<file path="src/include/csm_pkg.sv">
/*
 constants for the channel slot map block: register indices, field
 positions, reset values and widths shared by the rtl files.
 assumes an axi4-lite master addresses one 32-bit word per register.
*/
`default_nettype none
package csm_pkg;
   localparam int CSM_CHANS  = 3;   // third, fourth, fifth channel
   localparam int SLOT_W     = 6;   // slot field width
   localparam int BIT_W      = 5;   // bit position in a 32-bit slot
   localparam int SAMPLE_W   = 32;  // sample word width
   localparam int CHID_W     = 2;   // channel tag on the sample port
   localparam int FIFO_DEPTH = 4;   // sample fifo depth
   localparam int ADDR_W     = 12;  // axi byte address width
   // register indices, byte address is four times the index
   localparam logic [7:0] IDX_CHAN3 = 8'h0D;
   localparam logic [7:0] IDX_CHAN4 = 8'h0E;
   localparam logic [7:0] IDX_CHAN5 = 8'h0F;
   localparam logic [7:0] IDX_CTRL  = 8'h20;
   localparam logic [7:0] IDX_STAT  = 8'h21;
   localparam logic [2:0][7:0] CHAN_IDX = {IDX_CHAN5, IDX_CHAN4,
                                           IDX_CHAN3};
   // slot config fields
   localparam int LINE_BIT = 6;     // output line select
   localparam int SLOT_LSB = 0;     // slot field low bit
   localparam logic [7:0] CFG_MASK  = 8'h7F;  // bit 7 reserved
   localparam logic [7:0] CHAN3_RST = 8'h02;
   localparam logic [7:0] CHAN4_RST = 8'h03;
   localparam logic [7:0] CHAN5_RST = 8'h04;
   localparam logic [2:0][7:0] CHAN_RST = {CHAN5_RST, CHAN4_RST,
                                           CHAN3_RST};
   // control fields
   localparam int CTRL_EN_BIT   = 0; // serial output enable
   localparam int CTRL_HALF_BIT = 1; // 1 = i2s or left justified
   localparam logic [7:0] CTRL_MASK = 8'h03;
   localparam logic [7:0] CTRL_RST  = 8'h00;
   // status fields
   localparam int STAT_FIFO_BIT = 0;  // fifo holds a sample
   localparam int STAT_LOAD_LSB = 1;  // three loaded flags
   localparam int STAT_POS_LSB  = 8;  // current slot position
   // axi responses
   localparam logic [1:0] RESP_OKAY   = 2'h0;
   localparam logic [1:0] RESP_SLVERR = 2'h2;
endpackage : csm_pkg
`default_nettype wire

</file>
<file path="src/rtl/csm_fifo.sv">
/*
 small synchronous fifo with valid and ready on both sides.
 assumes depth is a power of two and one clock for both sides.
*/
`default_nettype none
module csm_fifo #(
   parameter int WIDTH = 34,
   parameter int DEPTH = 4
) (
   input  wire logic             sys_clk_in,
   input  wire logic             rst_in,
   input  wire logic             in_valid_in,
   output logic                  in_ready_out,
   input  wire logic [WIDTH-1:0] in_data_in,
   output logic                  out_valid_out,
   input  wire logic             out_ready_in,
   output logic      [WIDTH-1:0] out_data_out
);
   localparam int PW = $clog2(DEPTH);
   localparam logic [PW:0] FULL = (PW+1)'(DEPTH);

   logic [WIDTH-1:0] mem [DEPTH];             // storage flops
   logic [PW-1:0]    wr_ptr, next_wr_ptr;     // write pointer
   logic [PW-1:0]    rd_ptr, next_rd_ptr;     // read pointer
   logic [PW:0]      count,  next_count;      // words held
   logic             push, pop;               // transfers this cycle

   // honest full and empty from the word count
   assign in_ready_out  = (count != FULL);
   assign out_valid_out = (count != '0);
   assign push          = in_valid_in & in_ready_out;
   assign pop           = out_valid_out & out_ready_in;
   assign out_data_out  = mem[rd_ptr];

   // pointer and count updates
   always_comb begin
      next_wr_ptr = push ? wr_ptr + 1'b1 : wr_ptr;
      next_rd_ptr = pop ? rd_ptr + 1'b1 : rd_ptr;
      next_count  = count + (PW+1)'(push) - (PW+1)'(pop);
   end

   // register pointers, reset empties the fifo
   always_ff @(posedge sys_clk_in) begin
      if (rst_in) begin
         wr_ptr <= '0;
         rd_ptr <= '0;
         count  <= '0;
      end else begin
         wr_ptr <= next_wr_ptr;
         rd_ptr <= next_rd_ptr;
         count  <= next_count;
      end
   end

   // data store needs no reset, count guards it
   always_ff @(posedge sys_clk_in) begin
      if (push) begin
         mem[wr_ptr] <= in_data_in;
      end
   end
endmodule : csm_fifo
`default_nettype wire

</file>
<file path="src/rtl/csm_top.sv">
/*
 slot mapper for three record channels: axi4-lite register file,
 sample fifo, per-channel holding words and serial slot drivers.
 assumes bit_tick_in pulses once per serial bit and frame_clk_in is
 the frame clock level, both synchronous to sys_clk_in.
*/
// The AXI4-Lite slave port was chosen for this implementation.
`default_nettype none
module csm_top
   import csm_pkg::*;
(
   input  wire logic                sys_clk_in,
   input  wire logic                rst_in,
   input  wire logic [ADDR_W-1:0]   awaddr_in,
   input  wire logic                awvalid_in,
   output logic                     awready_out,
   input  wire logic [31:0]         wdata_in,
   input  wire logic [3:0]          wstrb_in,
   input  wire logic                wvalid_in,
   output logic                     wready_out,
   output logic      [1:0]          bresp_out,
   output logic                     bvalid_out,
   input  wire logic                bready_in,
   input  wire logic [ADDR_W-1:0]   araddr_in,
   input  wire logic                arvalid_in,
   output logic                     arready_out,
   output logic      [31:0]         rdata_out,
   output logic      [1:0]          rresp_out,
   output logic                     rvalid_out,
   input  wire logic                rready_in,
   input  wire logic [SAMPLE_W-1:0] sample_data_in,
   input  wire logic [CHID_W-1:0]   sample_chan_in,
   input  wire logic                sample_valid_in,
   output logic                     sample_ready_out,
   input  wire logic                bit_tick_in,
   input  wire logic                frame_clk_in,
   output logic                     primary_serial_out_pin_out,
   output logic                     primary_serial_out_pin_oe_out,
   output logic                     general_pin_one_out,
   output logic                     general_pin_one_oe_out
);
   localparam int FW = SAMPLE_W + CHID_W;   // fifo word width

   // register file state
   logic [2:0][7:0]  cfg, next_cfg;         // slot config per channel
   logic [7:0]       ctrl, next_ctrl;       // enable and format
   // write channel state
   logic             aw_full, next_aw_full; // address held
   logic [7:0]       aw_idx, next_aw_idx;   // held word index
   logic             w_full, next_w_full;   // data held
   logic [7:0]       w_data, next_w_data;   // held low byte
   logic             w_strb, next_w_strb;   // held lane 0 strobe
   logic             bvalid, next_bvalid;
   logic [1:0]       bresp, next_bresp;
   // read channel state
   logic             rvalid, next_rvalid;
   logic [31:0]      rdata, next_rdata;
   logic [1:0]       rresp, next_rresp;
   // serial state
   logic             frame_prev, next_frame_prev;
   logic [SLOT_W-1:0] slot_pos, next_slot_pos; // next slot position
   logic [BIT_W-1:0] bit_pos, next_bit_pos;    // next bit in slot
   logic [2:0]       loaded, next_loaded;      // holding word valid
   logic [2:0][SAMPLE_W-1:0] hold, next_hold;  // holding words
   logic             pri_out, next_pri_out;
   logic             pri_oe, next_pri_oe;
   logic             gen_out, next_gen_out;
   logic             gen_oe, next_gen_oe;
   // combinational helpers
   logic             aw_take, w_take, do_write, ar_take;
   logic [7:0]       wr_idx;                // index of the write
   logic [7:0]       ar_idx;                // index of the read
   logic             en, half, rise, restart;
   logic [BIT_W-1:0] cur_bit;               // bit on the wire now
   logic [SLOT_W-1:0] cur_pos;              // slot on the wire now
   logic [2:0]       own, line_sel, bitv;   // per channel
   logic             fifo_valid, fifo_ready;
   logic [FW-1:0]    fifo_data;
   logic [CHID_W-1:0] fifo_ch;

   // samples pass a fifo so the source stalls only while the fifo is full
   csm_fifo #(
      .WIDTH (FW),
      .DEPTH (FIFO_DEPTH)
   ) u_fifo (
      .sys_clk_in    (sys_clk_in),
      .rst_in        (rst_in),
      .in_valid_in   (sample_valid_in),
      .in_ready_out  (sample_ready_out),
      .in_data_in    ({sample_chan_in, sample_data_in}),
      .out_valid_out (fifo_valid),
      .out_ready_in  (fifo_ready),
      .out_data_out  (fifo_data)
   );
   assign fifo_ch = fifo_data[FW-1 -: CHID_W];

   // axi handshakes, one write and one read in flight
   assign awready_out = !aw_full && !bvalid;
   assign wready_out  = !w_full && !bvalid;
   assign arready_out = !rvalid;
   assign aw_take     = awvalid_in && awready_out;
   assign w_take      = wvalid_in && wready_out;
   assign ar_take     = arvalid_in && arready_out;
   assign wr_idx      = aw_take ? awaddr_in[9:2] : aw_idx;
   assign ar_idx      = araddr_in[9:2];
   assign do_write    = (aw_full || aw_take) && (w_full || w_take);
   assign bvalid_out  = bvalid;
   assign bresp_out   = bresp;
   assign rvalid_out  = rvalid;
   assign rdata_out   = rdata;
   assign rresp_out   = rresp;

   // bus and register next state
   always_comb begin
      logic [7:0] wd;
      logic       ws;
      logic       hit;
      wd           = w_take ? wdata_in[7:0] : w_data;
      ws           = w_take ? wstrb_in[0] : w_strb;
      hit          = 1'b0;
      next_cfg     = cfg;
      next_ctrl    = ctrl;
      next_aw_full = aw_full || aw_take;
      next_aw_idx  = aw_take ? awaddr_in[9:2] : aw_idx;
      next_w_full  = w_full || w_take;
      next_w_data  = wd;
      next_w_strb  = ws;
      next_bvalid  = bvalid && !bready_in;
      next_bresp   = bresp;
      next_rvalid  = rvalid && !rready_in;
      next_rdata   = rdata;
      next_rresp   = rresp;
      if (do_write) begin
         // both halves present: commit and answer
         next_aw_full = 1'b0;
         next_w_full  = 1'b0;
         next_bvalid  = 1'b1;
         for (int i = 0; i < CSM_CHANS; i++) begin
            if (wr_idx == CHAN_IDX[i]) begin
               hit = 1'b1;
               if (ws) begin
                  next_cfg[i] = wd & CFG_MASK;
               end
            end
         end
         if (wr_idx == IDX_CTRL) begin
            hit = 1'b1;
            if (ws) begin
               next_ctrl = wd & CTRL_MASK;
            end
         end
         // status takes writes silently
         if (wr_idx == IDX_STAT) begin
            hit = 1'b1;
         end
         next_bresp = hit ? RESP_OKAY : RESP_SLVERR;
      end
      if (ar_take) begin
         next_rvalid = 1'b1;
         next_rdata  = '0;
         next_rresp  = RESP_OKAY;
         if (ar_idx == IDX_CHAN3) begin
            next_rdata[7:0] = cfg[0];
         end else if (ar_idx == IDX_CHAN4) begin
            next_rdata[7:0] = cfg[1];
         end else if (ar_idx == IDX_CHAN5) begin
            next_rdata[7:0] = cfg[2];
         end else if (ar_idx == IDX_CTRL) begin
            next_rdata[7:0] = ctrl;
         end else if (ar_idx == IDX_STAT) begin
            // live state: fifo, holds and slot on the wire
            next_rdata[STAT_FIFO_BIT] = fifo_valid;
            next_rdata[STAT_LOAD_LSB +: 3] = loaded;
            next_rdata[STAT_POS_LSB +: SLOT_W] = cur_pos;
         end else begin
            next_rresp = RESP_SLVERR;    // unmapped word
         end
      end
   end

   // register the bus and register file
   always_ff @(posedge sys_clk_in) begin
      if (rst_in) begin
         cfg     <= CHAN_RST;
         ctrl    <= CTRL_RST;
         aw_full <= 1'b0;
         aw_idx  <= '0;
         w_full  <= 1'b0;
         w_data  <= '0;
         w_strb  <= 1'b0;
         bvalid  <= 1'b0;
         bresp   <= RESP_OKAY;
         rvalid  <= 1'b0;
         rdata   <= '0;
         rresp   <= RESP_OKAY;
      end else begin
         cfg     <= next_cfg;
         ctrl    <= next_ctrl;
         aw_full <= next_aw_full;
         aw_idx  <= next_aw_idx;
         w_full  <= next_w_full;
         w_data  <= next_w_data;
         w_strb  <= next_w_strb;
         bvalid  <= next_bvalid;
         bresp   <= next_bresp;
         rvalid  <= next_rvalid;
         rdata   <= next_rdata;
         rresp   <= next_rresp;
      end
   end

   // frame position: tdm restarts on the rising frame edge, half
   // frame formats restart on either edge and take the half from
   // the frame clock level
   assign en      = ctrl[CTRL_EN_BIT];
   assign half    = ctrl[CTRL_HALF_BIT];
   assign rise    = frame_clk_in && !frame_prev;
   assign restart = half ? (frame_clk_in ^ frame_prev) : rise;
   assign cur_bit = restart ? '0 : bit_pos;
   assign cur_pos = half ? {frame_clk_in,
                            restart ? 5'h00 : slot_pos[4:0]}
                         : (restart ? '0 : slot_pos);

   // per channel slot match and msb-first bit pick
   for (genvar i = 0; i < CSM_CHANS; i++) begin : g_chan
      assign line_sel[i] = cfg[i][LINE_BIT];
      assign own[i]  = en &&
         (cfg[i][SLOT_LSB +: SLOT_W] == cur_pos);
      assign bitv[i] = loaded[i] && hold[i][~cur_bit];
   end

   // only an empty hold accepts, a bad tag is dropped
   assign fifo_ready = (fifo_ch == 2'h3) || !loaded[fifo_ch];

   // serial next state
   always_comb begin
      next_frame_prev = frame_clk_in;
      next_slot_pos   = slot_pos;
      next_bit_pos    = bit_pos;
      next_loaded     = loaded;
      next_hold       = hold;
      next_pri_out    = pri_out;
      next_pri_oe     = pri_oe;
      next_gen_out    = gen_out;
      next_gen_oe     = gen_oe;
      if (!en) begin
         // stopped: lines released, count parked
         next_slot_pos = '0;
         next_bit_pos  = '0;
         next_pri_oe   = 1'b0;
         next_gen_oe   = 1'b0;
         next_pri_out  = 1'b0;
         next_gen_out  = 1'b0;
      end else if (bit_tick_in) begin
         // overlapping owners on one line are or-ed together
         next_pri_oe  = |(own & ~line_sel);
         next_pri_out = |(own & ~line_sel & bitv);
         next_gen_oe  = |(own & line_sel);
         next_gen_out = |(own & line_sel & bitv);
         next_bit_pos = cur_bit + 1'b1;
         next_slot_pos = cur_pos;
         if (cur_bit == 5'h1F) begin
            if (half) begin
               next_slot_pos[4:0] = cur_pos[4:0] + 1'b1;
            end else begin
               next_slot_pos = cur_pos + 1'b1;
            end
            // a word is spent once its slot ends
            next_loaded = loaded & ~own;
         end
      end
      if (fifo_valid && fifo_ready && fifo_ch != 2'h3) begin
         next_loaded[fifo_ch] = 1'b1;
         next_hold[fifo_ch]   = fifo_data[SAMPLE_W-1:0];
      end
   end

   // register the serial side
   always_ff @(posedge sys_clk_in) begin
      if (rst_in) begin
         frame_prev <= 1'b0;
         slot_pos   <= '0;
         bit_pos    <= '0;
         loaded     <= '0;
         hold       <= '0;
         pri_out    <= 1'b0;
         pri_oe     <= 1'b0;
         gen_out    <= 1'b0;
         gen_oe     <= 1'b0;
      end else begin
         frame_prev <= next_frame_prev;
         slot_pos   <= next_slot_pos;
         bit_pos    <= next_bit_pos;
         loaded     <= next_loaded;
         hold       <= next_hold;
         pri_out    <= next_pri_out;
         pri_oe     <= next_pri_oe;
         gen_out    <= next_gen_out;
         gen_oe     <= next_gen_oe;
      end
   end

   assign primary_serial_out_pin_out    = pri_out;
   assign primary_serial_out_pin_oe_out = pri_oe;
   assign general_pin_one_out           = gen_out;
   assign general_pin_one_oe_out        = gen_oe;
endmodule : csm_top
`default_nettype wire

</file>
<file path="config.mk">
export PLATFORM = sky130hd
export DESIGN_NAME = csm_top
export DESIGN_NICKNAME = d
export VERILOG_FILES = /design/src/include/csm_pkg.sv /design/src/rtl/csm_fifo.sv /design/src/rtl/csm_top.sv
export SDC_FILE = /design/constraint.sdc
export NUM_CORES = 1
export LEC_CHECK = 0
export ABC_AREA = 1
export BUFFER_PORTS_ARGS = -buffer_cell sky130_fd_sc_hd__buf_2
export CORE_MARGIN = 2
export CORE_UTILIZATION = 53
export CTS_CLUSTER_SIZE = 14
export DETAILED_ROUTE_END_ITERATION = 12
export PLACE_DENSITY = 0.76
export SYNTH_ARGS = -nofsm -noshare
export SYNTH_HDL_FRONTEND = slang
export SYNTH_HIERARCHICAL = 1
export SYNTH_SLANG_ARGS = --single-unit
</file>
<file path="constraint.sdc">
create_clock -name sys_clk_in -period 2.8 [get_ports sys_clk_in]
set_input_delay 0.28 -clock sys_clk_in [delete_from_list [all_inputs] [get_ports sys_clk_in]]
set_output_delay 0.28 -clock sys_clk_in [all_outputs]
set_load 0.03 [all_outputs]
</file>
; ---- Word-level counts from Yosys, hierarchy flattened
; Memory sizes are Yosys's and may differ from the RTL's. A register that Yosys moved wholly into a read port is not among the register bits.
; Cells that the tools add are included.
[op_classes]
addsub = 7
mul = 0
div = 0
magnitude_cmp = 3
n_eq_ne = 17
n_shift = 0
mux = 56
bitwise_logic = 13
n_reduce_logical = 40
[op_table]
columns = operator, count
row1 = bitwise mux 96 bit, 1
row2 = demux 32 bit (select 2 bit), 1
row3 = equality test 8 x 4 -> 1 bit (second input constant), 6
row4 = two-way mux 6 bit, 8
row5 = equality test 8 x 6 -> 1 bit (second input constant), 4
row6 = two-way mux 32 bit, 1
row7 = two-way mux 7 bit, 4
row8 = equality test 6 bit, 3
row9 = logical AND 1 bit, 18
row10 = two-way mux 1 bit, 18
row11 = two-way mux 2 bit, 8
row12 = bitwise AND 3 bit, 5
row13 = binary-select mux 1 bit (select 5 bit), 3
row14 = two-way mux 5 bit, 3
row15 = two-way mux 3 bit, 4
row16 = AND reduction 3 bit, 4
row17 = OR reduction 3 bit, 4
row18 = adder 5 x 1 -> 5 bit (second input constant), 2
row19 = logical NOT 1 bit, 8
row20 = two-way mux 4 bit, 2
row21 = two-way mux 8 bit, 1
row22 = adder 6 x 1 -> 6 bit (second input constant), 1
row23 = less-than comparator 5 x 6 -> 1 bit (second input constant), 1
row24 = NOT 3 bit, 2
row25 = other kinds (19), 24
[totals]
register_bits = 183
latchBits = 0
ramBits = 136
rom_bits = 0
in_bits = 104
out_inout_bits = 46
elab_cells = 165
mem_count = 1
[memory_table]
columns = memory, words, width, rd, rd_clocked_by_memory_dff, write_ports, line_no
row1 = u_fifo.mem, 4, 34, 1, 1, 1, csm_fifo.sv:22  ; logic [WIDTH-1:0] mem [DEPTH];

; ---- Logic depth before layout (Yosys ltp)
; Gate-level depths: netlist (run 1).
[logic_depth]
ltp_word = 14
mapped_depth = 18
depth_no_buf = 17

; ---- By module
; Netlist (run 1), hierarchy kept.
[modules_own_cells]
columns = mod, n_inst, cells_each, area_each_um2, seq_area_each_um2
row1 = csm_top, 1, 1197, 8363.0, 3463.3
row2 = csm_fifo, 1, 394, 5724.2, 4264.1

; ---- Least setup slack after synthesis (run 1)
; Ideal clock, no wire load.
[synth_path]
kind = register -> register
from = reg u_fifo.count[1]
to = mem u_fifo.mem[0][0] (enable)
setup_time_ns = 0.425
arrival_time_ns = 2.413
t_required_ns = 2.375
path_slack_ns = -0.039
stages_incl_launch_ff = 5
synth_period_minus_slack_ns = 2.839
path_cell_list = dfxtp_1 -> nor2_1 -> nand2_1 -> nand2_1 -> nor2_1
[synth_between]
elab_chain_cells = 4
[synth_lines]
columns = item, line_no
row1 = start: declaration, csm_fifo.sv:25  ; logic [PW:0] count, next_count;
row2 = start signal: assignment, csm_fifo.sv:51  ; count <= next_count;
row3 = != test 3 bit, csm_fifo.sv:29  ; assign in_ready_out = (count != FULL);
row4 = via sample_ready_out, csm_top.sv:34  ; output logic sample_ready_out,
row5 = bitwise AND 1 bit, csm_fifo.sv:31  ; assign push = in_valid_in & in_ready_out;
row6 = two-way mux 1 bit, csm_fifo.sv:57  ; if (push) begin
row7 = two-way mux 1 bit (not written as such), csm_fifo.sv:58  ; mem[wr_ptr] <= in_data_in;
row8 = end: declaration, csm_fifo.sv:22
; The timed path passes the listed nets, and every way through them passes these cells.

==> impl_metrics.env, run 1 <==
export IMPL_end_kind="flip-flop"
export IMPL_worst_setup_path_type="flip-flop to flip-flop"
export IMPL_synth_edf_count=136
export IMPL_gp_congestion=0.909
export IMPL_hp_class="input port to flip-flop"
export IMPL_dpl_cell_area_sq_mm=0.0147
export IMPL_cts_buffer_depth=3
export IMPL_syn_area_per_cell_sq_um=8.85
export IMPL_cts_root_buf="clkbuf_16"
export IMPL_combPwrFrac_pct=29.1
export IMPL_diodes=0
export IMPL_wirelength_um=34800
export IMPL_num_nets_final=1814
export IMPL_switchingPower_mw=5.25
export IMPL_htreeDepth=2
export IMPL_period_minus_slack_ps=2570
export IMPL_leakage_nw=6.14
export IMPL_areaGrowthSynthToFinish_pct=15.1
export IMPL_finalHoldViolCount=0
export IMPL_slew_viol_final=0
export IMPL_reg2reg_slack_ps=230
export IMPL_row_count=59
export IMPL_dr_pass1_iters=9
export IMPL_grt_max_degree=66
export IMPL_post_drt_wl_per_cell_um=16.9
export IMPL_status="finished, final reports clean"
export IMPL_final_antenna_net_count=0
export IMPL_p_int_mw=9.89
export IMPL_die_area_sq_mm=0.0279
export IMPL_ys_seq_elements=318
export IMPL_crit_arrival_ps=2980
export IMPL_worstSetupEndpoint="u_fifo/count[2]$_SDFF_PP0_"
export IMPL_via_count=11500
export IMPL_maxCapViolations=0
export IMPL_async_flop_share_pct=0
export IMPL_routed_via_density=5.60
export IMPL_r2r_end="u_fifo/count[2]$_SDFF_PP0_"
export IMPL_cts_tree="done"
export IMPL_start_kind="flip-flop"
export IMPL_core_area_sq_mm=0.0261
export IMPL_drive_gt1_share_pct=15.4
export IMPL_dominantRegCellSynth="dfxtp_1"
export IMPL_die_w_um=167
export IMPL_fmax_mhz=389
export IMPL_cts_buffers=35
export IMPL_grt_pass1_vias=11200
export IMPL_p_sw_share_pct=34.7
export IMPL_seqPwrFrac_pct=40.0
export IMPL_die_y_um=167
export IMPL_io_pins=150
export IMPL_powerDensity_mw_per_mm2=934
export IMPL_overflow=0
export IMPL_timing_final_crit_share_pct=91.8
export IMPL_yosysWarnings=6
export IMPL_pwr_share_clk_pct=30.9
export IMPL_synth_distinct_cells=51
export IMPL_place_hpwl_um=21300
export IMPL_ys_seq_area_share_pct=54.9
export IMPL_path_max_fanout=4
export IMPL_worst_clock_skew_ps=26.8
export IMPL_cts_setup_buffers=0
export IMPL_grt_usage_pct=24.8
export IMPL_drc=0
export IMPL_finalSetupTns_ps=0
export IMPL_clock_latency_ps=530
export IMPL_finalSetupViolCount=0
export IMPL_r2r_cells=13
export IMPL_drtIter0Drc=1122
export IMPL_rsz0062_at_grt="false"
export IMPL_antenna_found_initial=0
export IMPL_clk_pin_slew_worst_paths_ps=60
export IMPL_relSlewSlack_pct=48.7
export IMPL_syn_inst=1591
export IMPL_portBuffers=92
export IMPL_hold_ws_ps=27.4
export IMPL_syn_area_sq_mm=0.0141
export IMPL_clock_sinks=318
export IMPL_grt_pass1_wl_um=56600
export IMPL_required_ps=3210
export IMPL_vdd_ir_drop_worst_uv=654
export IMPL_stdcell_area_sq_mm=0.0162
export IMPL_worst_pin_slew_ps=770
export IMPL_initial_utilization_pct=54.1
[layout make-up]
class	instances	area (sq um)
inverters	131	498
flip-flops and latches	318	7730
clock inverters	16	230
well taps	335	419
fillers	2151	9840
repair buffers	160	1100
clock buffers	45	943
multi-input cells	1053	5300
[power by group through the flow]
stage,Clock (mW),Sequential [mW],Combinational [mW]
after detailed placement,0,6.13,4.30
after floorplan,0,6.06,3.36
after CTS,4.73,6.05,4.37
after global placement,0,6.10,4.17
final,4.68,6.05,4.42
after global routing,4.94,6.14,4.88
[what timing repair did]
| action | CTS | global route |
|---|---|---|
| hold buffers | 34 | 0 |
| gates resized for setup | 0 | 4 |
| endpoints found under the setup margin | 0 | 10 |
| endpoints found under the hold margin | 136 | 0 |
[registers in the layout, indices dropped and copies added (netlist names), 3 cells and up, named ones only]
signal        count
cfg              21
u_fifo/mem      136
bit_pos           5
hold             96
u_fifo/count      3
rdata_out        13
loaded            3
aw_idx            8
w_data            7
slot_pos          6
[stage by stage]
stage	cells	power (mW)	util, %	setup slack (ps)
2_1_floorplan	1611	9.42	-	-38.6
3_3_place_gp	1963	10.3	56.4	217
3_5_place_dp	1963	10.4	56.4	172
4_1_cts	2058	15.1	62.2	138
5_1_grt	2058	16.0	62.2	8.28
6_report	2058	15.1	62.2	230
[worst max-delay path, stage by stage, from the launching register on]
cell and delay (ps):
dfxtp_1 380, o21ai_0 100, o22ai_1 210, buf_4 180, nor2_2 60, a221oi_2 270, a21boi_2 200, ha_1 230
inv_1 50, ha_1 130, inv_1 50, fa_1 360, o21ai_0 180, nor2_1 60
[Yosys cell counts, types with 5 or more instances]
library cell / number / share of area, %
nand2_1: 283 / 7.5
dfxtp_1: 182 / 26
nand3_1: 173 / 6.1
a21oi_1: 143 / 5.1
edfxtp_1: 136 / 29
o21ai_0: 135 / 4.8
inv_1: 122 / 3.3
nor2_1: 119 / 3.2
clkbuf_1: 38 / 1.0
buf_4: 28 / 1.5
buf_2: 25 / 0.89
nor2_2: 24 / 1.1
o21ai_1: 22 / 0.78
o22ai_2: 20 / 1.8
o22ai_1: 18 / 0.80
buf_6: 12 / 0.96
nand4_1: 12 / 0.53
ha_1: 10 / 0.89
nor3_1: 10 / 0.36
or2_2: 10 / 0.44
o211ai_1: 5 / 0.27
[worst min path at each step]
stage	start	endpoint	slack (ps)	cells after the start
after detailed placement	hold[0]$_SDFFE_PP0P_	hold[0]$_SDFFE_PP0P_	440	2
final	bready_in	bvalid_out$_SDFF_PP0_	30	4
after global placement	hold[28]$_SDFFE_PP0P_	hold[28]$_SDFFE_PP0P_	430	2
after global routing	bready_in	bvalid_out$_SDFF_PP0_	40	4
after floorplan	rst_in	u_fifo/count[1]$_SDFF_PP0_	350	1
after CTS	bready_in	bvalid_out$_SDFF_PP0_	20	4
[per-layer routing]
layer  track usage (%)  share of wire (%)
met1              32.6                 43
met2              42.3                 49
met3              3.61                6.2
met4              7.95                2.0
met5                 0                  0
[cells by family after synthesis]
logic type | synth area share, %
buffers and inverters | 8.41
XOR/XNOR | 0.124
flip-flops | 54.9
multiplexers | 0.213
other | 0.0266
adder cells (fa/ha/maj) | 1.03
AND/OR/NAND/NOR | 20.3
AO/OA/AOI/OAI | 15.0
[cells in the final DEF (no fill, tap or decap), types with 5 or more instances in the layout]
master         Yosys  layout
nor2_4             1       5
edfxtp_1         136     136
nor2_2            24      26
buf_2             25      91
nand2_1          283     283
dfxtp_1          182     181
clkbuf_1          38       7
bufinv_16          0       5
o21ai_1           22      22
o22ai_1           18      18
buf_4             28      31
conb_1             1      21
clkinv_1           3       8
nand4_1           12      12
clkbuf_16          0      35
nor2_1           119     113
o22ai_2           20      20
ha_1              10      10
nor3_1            10      10
a21oi_1          143     143
nand3_1          173     173
inv_1            122     122
o211ai_1           5       5
or2_2             10      10
o21ai_0          135     135
dlygate4sd3_1      0      34
No activity file was read; power rests on OpenSTA's default activity.
==> run 2: changes to the inputs <==
--- a/config.mk
+++ b/config.mk
@@ -7,6 +7,7 @@
 export LEC_CHECK = 0
 export ABC_AREA = 1
 export BUFFER_PORTS_ARGS = -buffer_cell sky130_fd_sc_hd__buf_2
+export CORE_ASPECT_RATIO = 1.2
 export CORE_MARGIN = 2
 export CORE_UTILIZATION = 53
 export CTS_CLUSTER_SIZE = 14
==> run 2 against run 1 <==
Against the previous run:
- fmax fell by 2.6%
- sequential power barely moved
- core utilization fell by 0.33 points
- routed wire length fell by 2.0%
- critical endpoint unchanged
==> impl_metrics.env, run 2 (same netlist as run 1, synthesis figures left out) <==
export IMPL_path_max_fanout=7
export IMPL_timing_final_crit_share_pct=94.2
export IMPL_wl_met2_um=17000
export IMPL_relSlewSlack_pct=55.6
export IMPL_htreeDepth=2
export IMPL_finalHoldViolCount=0
export IMPL_cts_root_buf="clkbuf_16"
export IMPL_met1_length_um=13900
export IMPL_portBuffers=92
export IMPL_start_kind="flip-flop"
export IMPL_route_met3_wl_um=2170
export IMPL_gp_congestion=0.920
export IMPL_top_layer="met4"
export IMPL_clock_latency_ps=530
export IMPL_leakage_nw=6.14
export IMPL_antenna_found_initial=0
export IMPL_period_minus_slack_ps=2640
export IMPL_path_cells="inv_6 > o21ai_0 > o22ai_1 > buf_4 > nor3b_1 > a221oi_4 > a21boi_0 > ha_1 > inv_1 > ha_1 > inv_1 > fa_1 > o21ai_0 > nor2_1"
export IMPL_regMostFlops="u_fifo/mem"
export IMPL_reg2reg_slack_ps=160
export IMPL_drc=0
export IMPL_clk_pin_slew_worst_paths_ps=60
export IMPL_worst_pin_slew_ps=667
export IMPL_core_area_sq_mm=0.0262
export IMPL_die_area_sq_mm=0.0279
export IMPL_wirelength_um=34100
export IMPL_crit_family="adder cells"
export IMPL_p_total_mw=14.9
export IMPL_io_pins=150
export IMPL_cts_setup_buffers=0
export IMPL_cts_tree="done"
export IMPL_fmax_mhz=379
export IMPL_die_y_um=183
export IMPL_clock_sinks=318
export IMPL_cts_buffer_depth=3
export IMPL_crit_arrival_ps=3050
export IMPL_grt_pass1_wl_um=55900
export IMPL_place_hpwl_um=21400
export IMPL_hold_ws_ps=11.7
export IMPL_grt_pass1_vias=11300
export IMPL_slowest_delay_ps=390
export IMPL_worst_setup_path_type="flip-flop to flip-flop"
export IMPL_dr_pass1_iters=5
export IMPL_overflow=0
export IMPL_grt_usage_pct=24.4
export IMPL_maxCapViolations=0
export IMPL_hp_class="input port to flip-flop"
export IMPL_post_drt_wl_per_cell_um=16.5
export IMPL_mostFrequentLayoutCells="nand2_1 (283), dfxtp_1 (180), nand3_1 (173)"
export IMPL_drtIter0Drc=750
export IMPL_worst_path_buf_inv=4
export IMPL_diodes=0
export IMPL_cts_buffers=34
export IMPL_largest_reg_flops=136
export IMPL_top_regs="u_fifo/mem: 136 flops, hold: 96 flops, cfg: 21 flops"
export IMPL_final_common_cell="nand2_1"
export IMPL_rsz0062_at_grt="true"
export IMPL_final_antenna_net_count=0
export IMPL_grt_max_degree=66
export IMPL_areaGrowthSynthToFinish_pct=15.1
export IMPL_finalSetupViolCount=0
export IMPL_row_count=65
export IMPL_drive_gt1_share_pct=15.9
export IMPL_required_ps=3210
export IMPL_finalSetupTns_ps=0
export IMPL_via_count=11500
export IMPL_vdd_ir_drop_worst_uv=633
export IMPL_slew_viol_final=0
export IMPL_end_kind="flip-flop"
export IMPL_worst_clock_skew_ps=27.6
export IMPL_initial_utilization_pct=53.8
export IMPL_num_nets_final=1820
export IMPL_powerDensity_mw_per_mm2=922
export IMPL_routed_via_density=5.59
export IMPL_status="finished, final reports clean"
export IMPL_die_w_um=153
export IMPL_crit_slowest_cell="dfxtp_4"
[run 2: layout make-up]
| type | count | area (sq um) |
|---|---|---|
| multi-input combinational | 1053 | 5310 |
| inverter | 131 | 498 |
| tap | 335 | 419 |
| clock buffer | 46 | 936 |
| clock inverter | 14 | 189 |
| timing repair buffer | 167 | 1130 |
| sequential | 318 | 7730 |
| fill | 2128 | 9980 |
[run 2: tightest hold or removal path: cells and delay by family]
kind	cells	cell delay, ps
compound gates	1	50
buf+inv	2	100
simple gates	1	50
[run 2: power breakdown]
part | total (mW) | internal, mW | switching, mW
clock network | 4.50 | 2.65 | 1.84
logic | 4.39 | 1.38 | 3.01
registers | 6.06 | 5.67 | 0.388
[run 2: layer usage]
| metal | global-route usage (%) | vias up |
|---|---|---|
| li1 | - | 5597 |
| met1 | 30.6 | 5414 |
| met2 | 43.6 | 432 |
| met3 | 3.04 | 90 |
| met4 | 8.33 | 0 |
| met5 | 0 | - |
[run 2: final timing paths]
path / depth (start not counted) / to / from
max: 14 / u_fifo/count[2]$_SDFF_PP0_ / flip-flop
min: 4 / bvalid_out$_SDFF_PP0_ / bready_in
max reg2reg: 14 / u_fifo/count[2]$_SDFF_PP0_ / flip-flop
min reg2reg: 2 / hold[9]$_SDFFE_PP0P_ / hold[9]$_SDFFE_PP0P_
[run 2: per-stage QoR]
step | instances | cell area, sq um | utilization, % | worst slack, ps
global placement | 1970 | 14700 | 56.2 | 118
detailed placement | 1970 | 14700 | 56.2 | 66.1
global route | 2064 | 16200 | 61.9 | -28.3
finish | 2064 | 16200 | 61.9 | 161
floorplan | 1611 | 14200 | - | -38.6
CTS | 2064 | 16200 | 61.8 | 52.2
[run 2: timing repair]
item	CTS	global route
gates resized for setup	0	5
setup endpoints to repair	0	69
hold buffers	34	0
hold endpoints to repair	136	0
==> run 3: changes to the inputs <==
--- a/config.mk
+++ b/config.mk
@@ -13,6 +13,7 @@
 export CTS_CLUSTER_SIZE = 14
 export DETAILED_ROUTE_END_ITERATION = 12
 export PLACE_DENSITY = 0.76
+export REMOVE_ABC_BUFFERS = 1
 export SYNTH_ARGS = -nofsm -noshare
 export SYNTH_HDL_FRONTEND = slang
 export SYNTH_HIERARCHICAL = 1
==> run 3 against run 2 <==
Against the previous run:
- sequential share of layout area increased by 0.20 points
- clock-buffer cell count decreased by 5
- core utilization decreased by 0.26 points
- sequential cell count unchanged
- fmax decreased by 0.50%
- power decreased by 1.6%
- via count decreased by 1.9%
- non-clock buffer count decreased by 4
- first-iteration DRC count decreased by 3.1%
- sequential power about the same
- routed wire length decreased by 4.5%
- cell area decreased by 0.42%
==> impl_metrics.env, run 3 (same netlist as run 1, synthesis figures left out) <==
export IMPL_status="finished, final reports clean"
export IMPL_grt_pass1_wl_um=53300
export IMPL_stdcell_area_sq_mm=0.0161
export IMPL_met3_usage_pct=2.66
export IMPL_die_w_um=153
export IMPL_io_pins=150
export IMPL_slew_viol_final=0
export IMPL_drive_gt1_share_pct=15.5
export IMPL_initial_utilization_pct=53.8
export IMPL_crit_slowest_cell="dfxtp_4"
export IMPL_drtIter0Drc=727
export IMPL_gr_max_usage_layer="met2"
export IMPL_p_total_mw=14.7
export IMPL_hp_class="input port to flip-flop"
export IMPL_antenna_found_initial=0
export IMPL_required_ps=3240
export IMPL_cts_buffers=30
export IMPL_fmax_mhz=377
export IMPL_combPwrFrac_pct=29.8
export IMPL_leakage_nw=6.11
export IMPL_pwr_share_clk_pct=29.0
export IMPL_largest_reg_flops=136
export IMPL_path_cells="o21ai_0 > o22ai_2 > inv_1 > nor2_2 > a221oi_2 > a21boi_2 > ha_1 > inv_1 > ha_1 > inv_1 > fa_1 > o21ai_0 > nor2_1"
export IMPL_clock_sinks=318
export IMPL_finalSetupTns_ps=0
export IMPL_mostFrequentLayoutCells="nand2_1 (283), dfxtp_1 (181), nand3_1 (173)"
export IMPL_path_common_cell="inv_1"
export IMPL_via_count=11300
export IMPL_grt_util_met2_pct=41.0
export IMPL_switchingPower_mw=5.04
export IMPL_cts_buffer_depth=3
export IMPL_core_area_sq_mm=0.0262
export IMPL_gp_congestion=0.937
export IMPL_vdd_ir_drop_worst_uv=662
export IMPL_start_kind="flip-flop"
export IMPL_portBuffers=92
export IMPL_dr_pass1_iters=7
export IMPL_slowest_delay_ps=370
export IMPL_die_y_um=183
export IMPL_regMostFlops="u_fifo/mem"
export IMPL_final_common_cell="nand2_1"
export IMPL_place_hpwl_um=20700
export IMPL_relSlewSlack_pct=46.8
export IMPL_wirelength_um=32600
export IMPL_crit_arrival_ps=3090
export IMPL_end_kind="flip-flop"
export IMPL_row_count=65
export IMPL_finalHoldViolCount=0
export IMPL_grt_pass1_vias=10900
export IMPL_areaGrowthSynthToFinish_pct=14.6
export IMPL_period_minus_slack_ps=2650
export IMPL_post_drt_wl_per_cell_um=15.8
export IMPL_finalSetupViolCount=0
export IMPL_htreeDepth=1
export IMPL_cts_setup_buffers=0
export IMPL_clock_latency_ps=550
export IMPL_worst_setup_path_type="flip-flop to flip-flop"
export IMPL_grt_usage_pct=22.9
export IMPL_diodes=0
export IMPL_dpl_cell_area_sq_mm=0.0147
export IMPL_maxCapViolations=0
export IMPL_die_area_sq_mm=0.0279
export IMPL_worst_clock_skew_ps=14.3
export IMPL_p_int_mw=9.66
export IMPL_num_nets_final=1812
export IMPL_top_regs="u_fifo/mem: 136 flops, hold: 96 flops, cfg: 21 flops"
export IMPL_seqPwrFrac_pct=41.1
export IMPL_path_max_fanout=6
export IMPL_overflow=0
export IMPL_p_sw_share_pct=34.3
export IMPL_cts_root_buf="clkbuf_16"
export IMPL_use_met1_pct=29.0
export IMPL_clk_pin_slew_worst_paths_ps=60
export IMPL_timing_final_crit_share_pct=94.7
export IMPL_routed_via_density=5.50
export IMPL_powerDensity_mw_per_mm2=911
export IMPL_final_antenna_net_count=0
export IMPL_grt_max_degree=67
export IMPL_drc=0
export IMPL_worst_pin_slew_ps=797
export IMPL_cts_tree="done"
-- run 3: cell count changes in the layout (fill, tap and decap cells not counted), sizes merged --
cell         previous run  this run
buf                   133       127
clkinvlp                2         1
inv                   129       127
clkbuf                 46        41
clkinv                 11        13
bufinv                  3         5
dlygate4sd3            34        36
-- run 3: layout make-up --
| class | instances | area, sq um |
|---|---|---|
| fillers | 2215 | 10000 |
| flip-flops and latches | 318 | 7730 |
| multi-input cells | 1053 | 5330 |
| repair buffers | 163 | 1110 |
| clock buffers | 41 | 853 |
| inverters | 131 | 498 |
| well taps | 335 | 419 |
| clock inverters | 15 | 196 |
-- run 3: routing by layer --
metal	vias up	part of all wire (%)	wire, um
li1	5568	-	-
met1	5322	42	13700
met2	371	50	16200
met3	57	5.8	1890
met4	0	2.6	833
met5	-	0	0
-- run 3: repair_timing --
item / CTS / global route
resized for setup: 0 / 12
endpoints found under the setup margin: 0 / 45
endpoints found under the hold margin: 138 / 0
hold buffers: 36 / 0
-- run 3: critical path: cells and delay by family (launching register included) --
family | cells | cell delay, ps
AO/OA/AOI/OAI | 5 | 1120
adder cells (fa/ha/maj) | 3 | 720
flip-flops | 1 | 370
buffers and inverters | 3 | 220
AND/OR/NAND/NOR | 2 | 110
-- run 3: final timing paths --
kind | from | to | slack [ps] | cells after the start
worst min-delay path | awaddr_in[7] | aw_idx[5]$_SDFF_PP0_ | 20 | 3
worst max-delay path | flip-flop | u_fifo/count[2]$_SDFF_PP0_ | 150 | 13
worst min register to register | hold[10]$_SDFFE_PP0P_ | hold[10]$_SDFFE_PP0P_ | 440 | 2
worst max register to register | flip-flop | u_fifo/count[2]$_SDFF_PP0_ | 150 | 13
-- run 3: power groups by stage --
stage / sequential (mW) / clock, mW / combinational [mW]
3_5_place_dp: 6.13 / 0 / 4.28
3_3_place_gp: 6.10 / 0 / 4.17
2_1_floorplan: 6.15 / 0 / 2.73
5_1_grt: 6.13 / 4.51 / 4.89
4_1_cts: 6.04 / 4.33 / 4.35
6_report: 6.05 / 4.27 / 4.39
-- run 3: stage by stage --
stage	cells	hold slack [ps]	util (%)	setup WS, ps
global placement	1964	431	56.1	192
CTS	2056	0.181	61.5	106
finish	2056	15.0	61.6	148
detailed placement	1964	436	56.1	124
floorplan	1502	347	-	-3240
global route	2056	8.75	61.6	-107
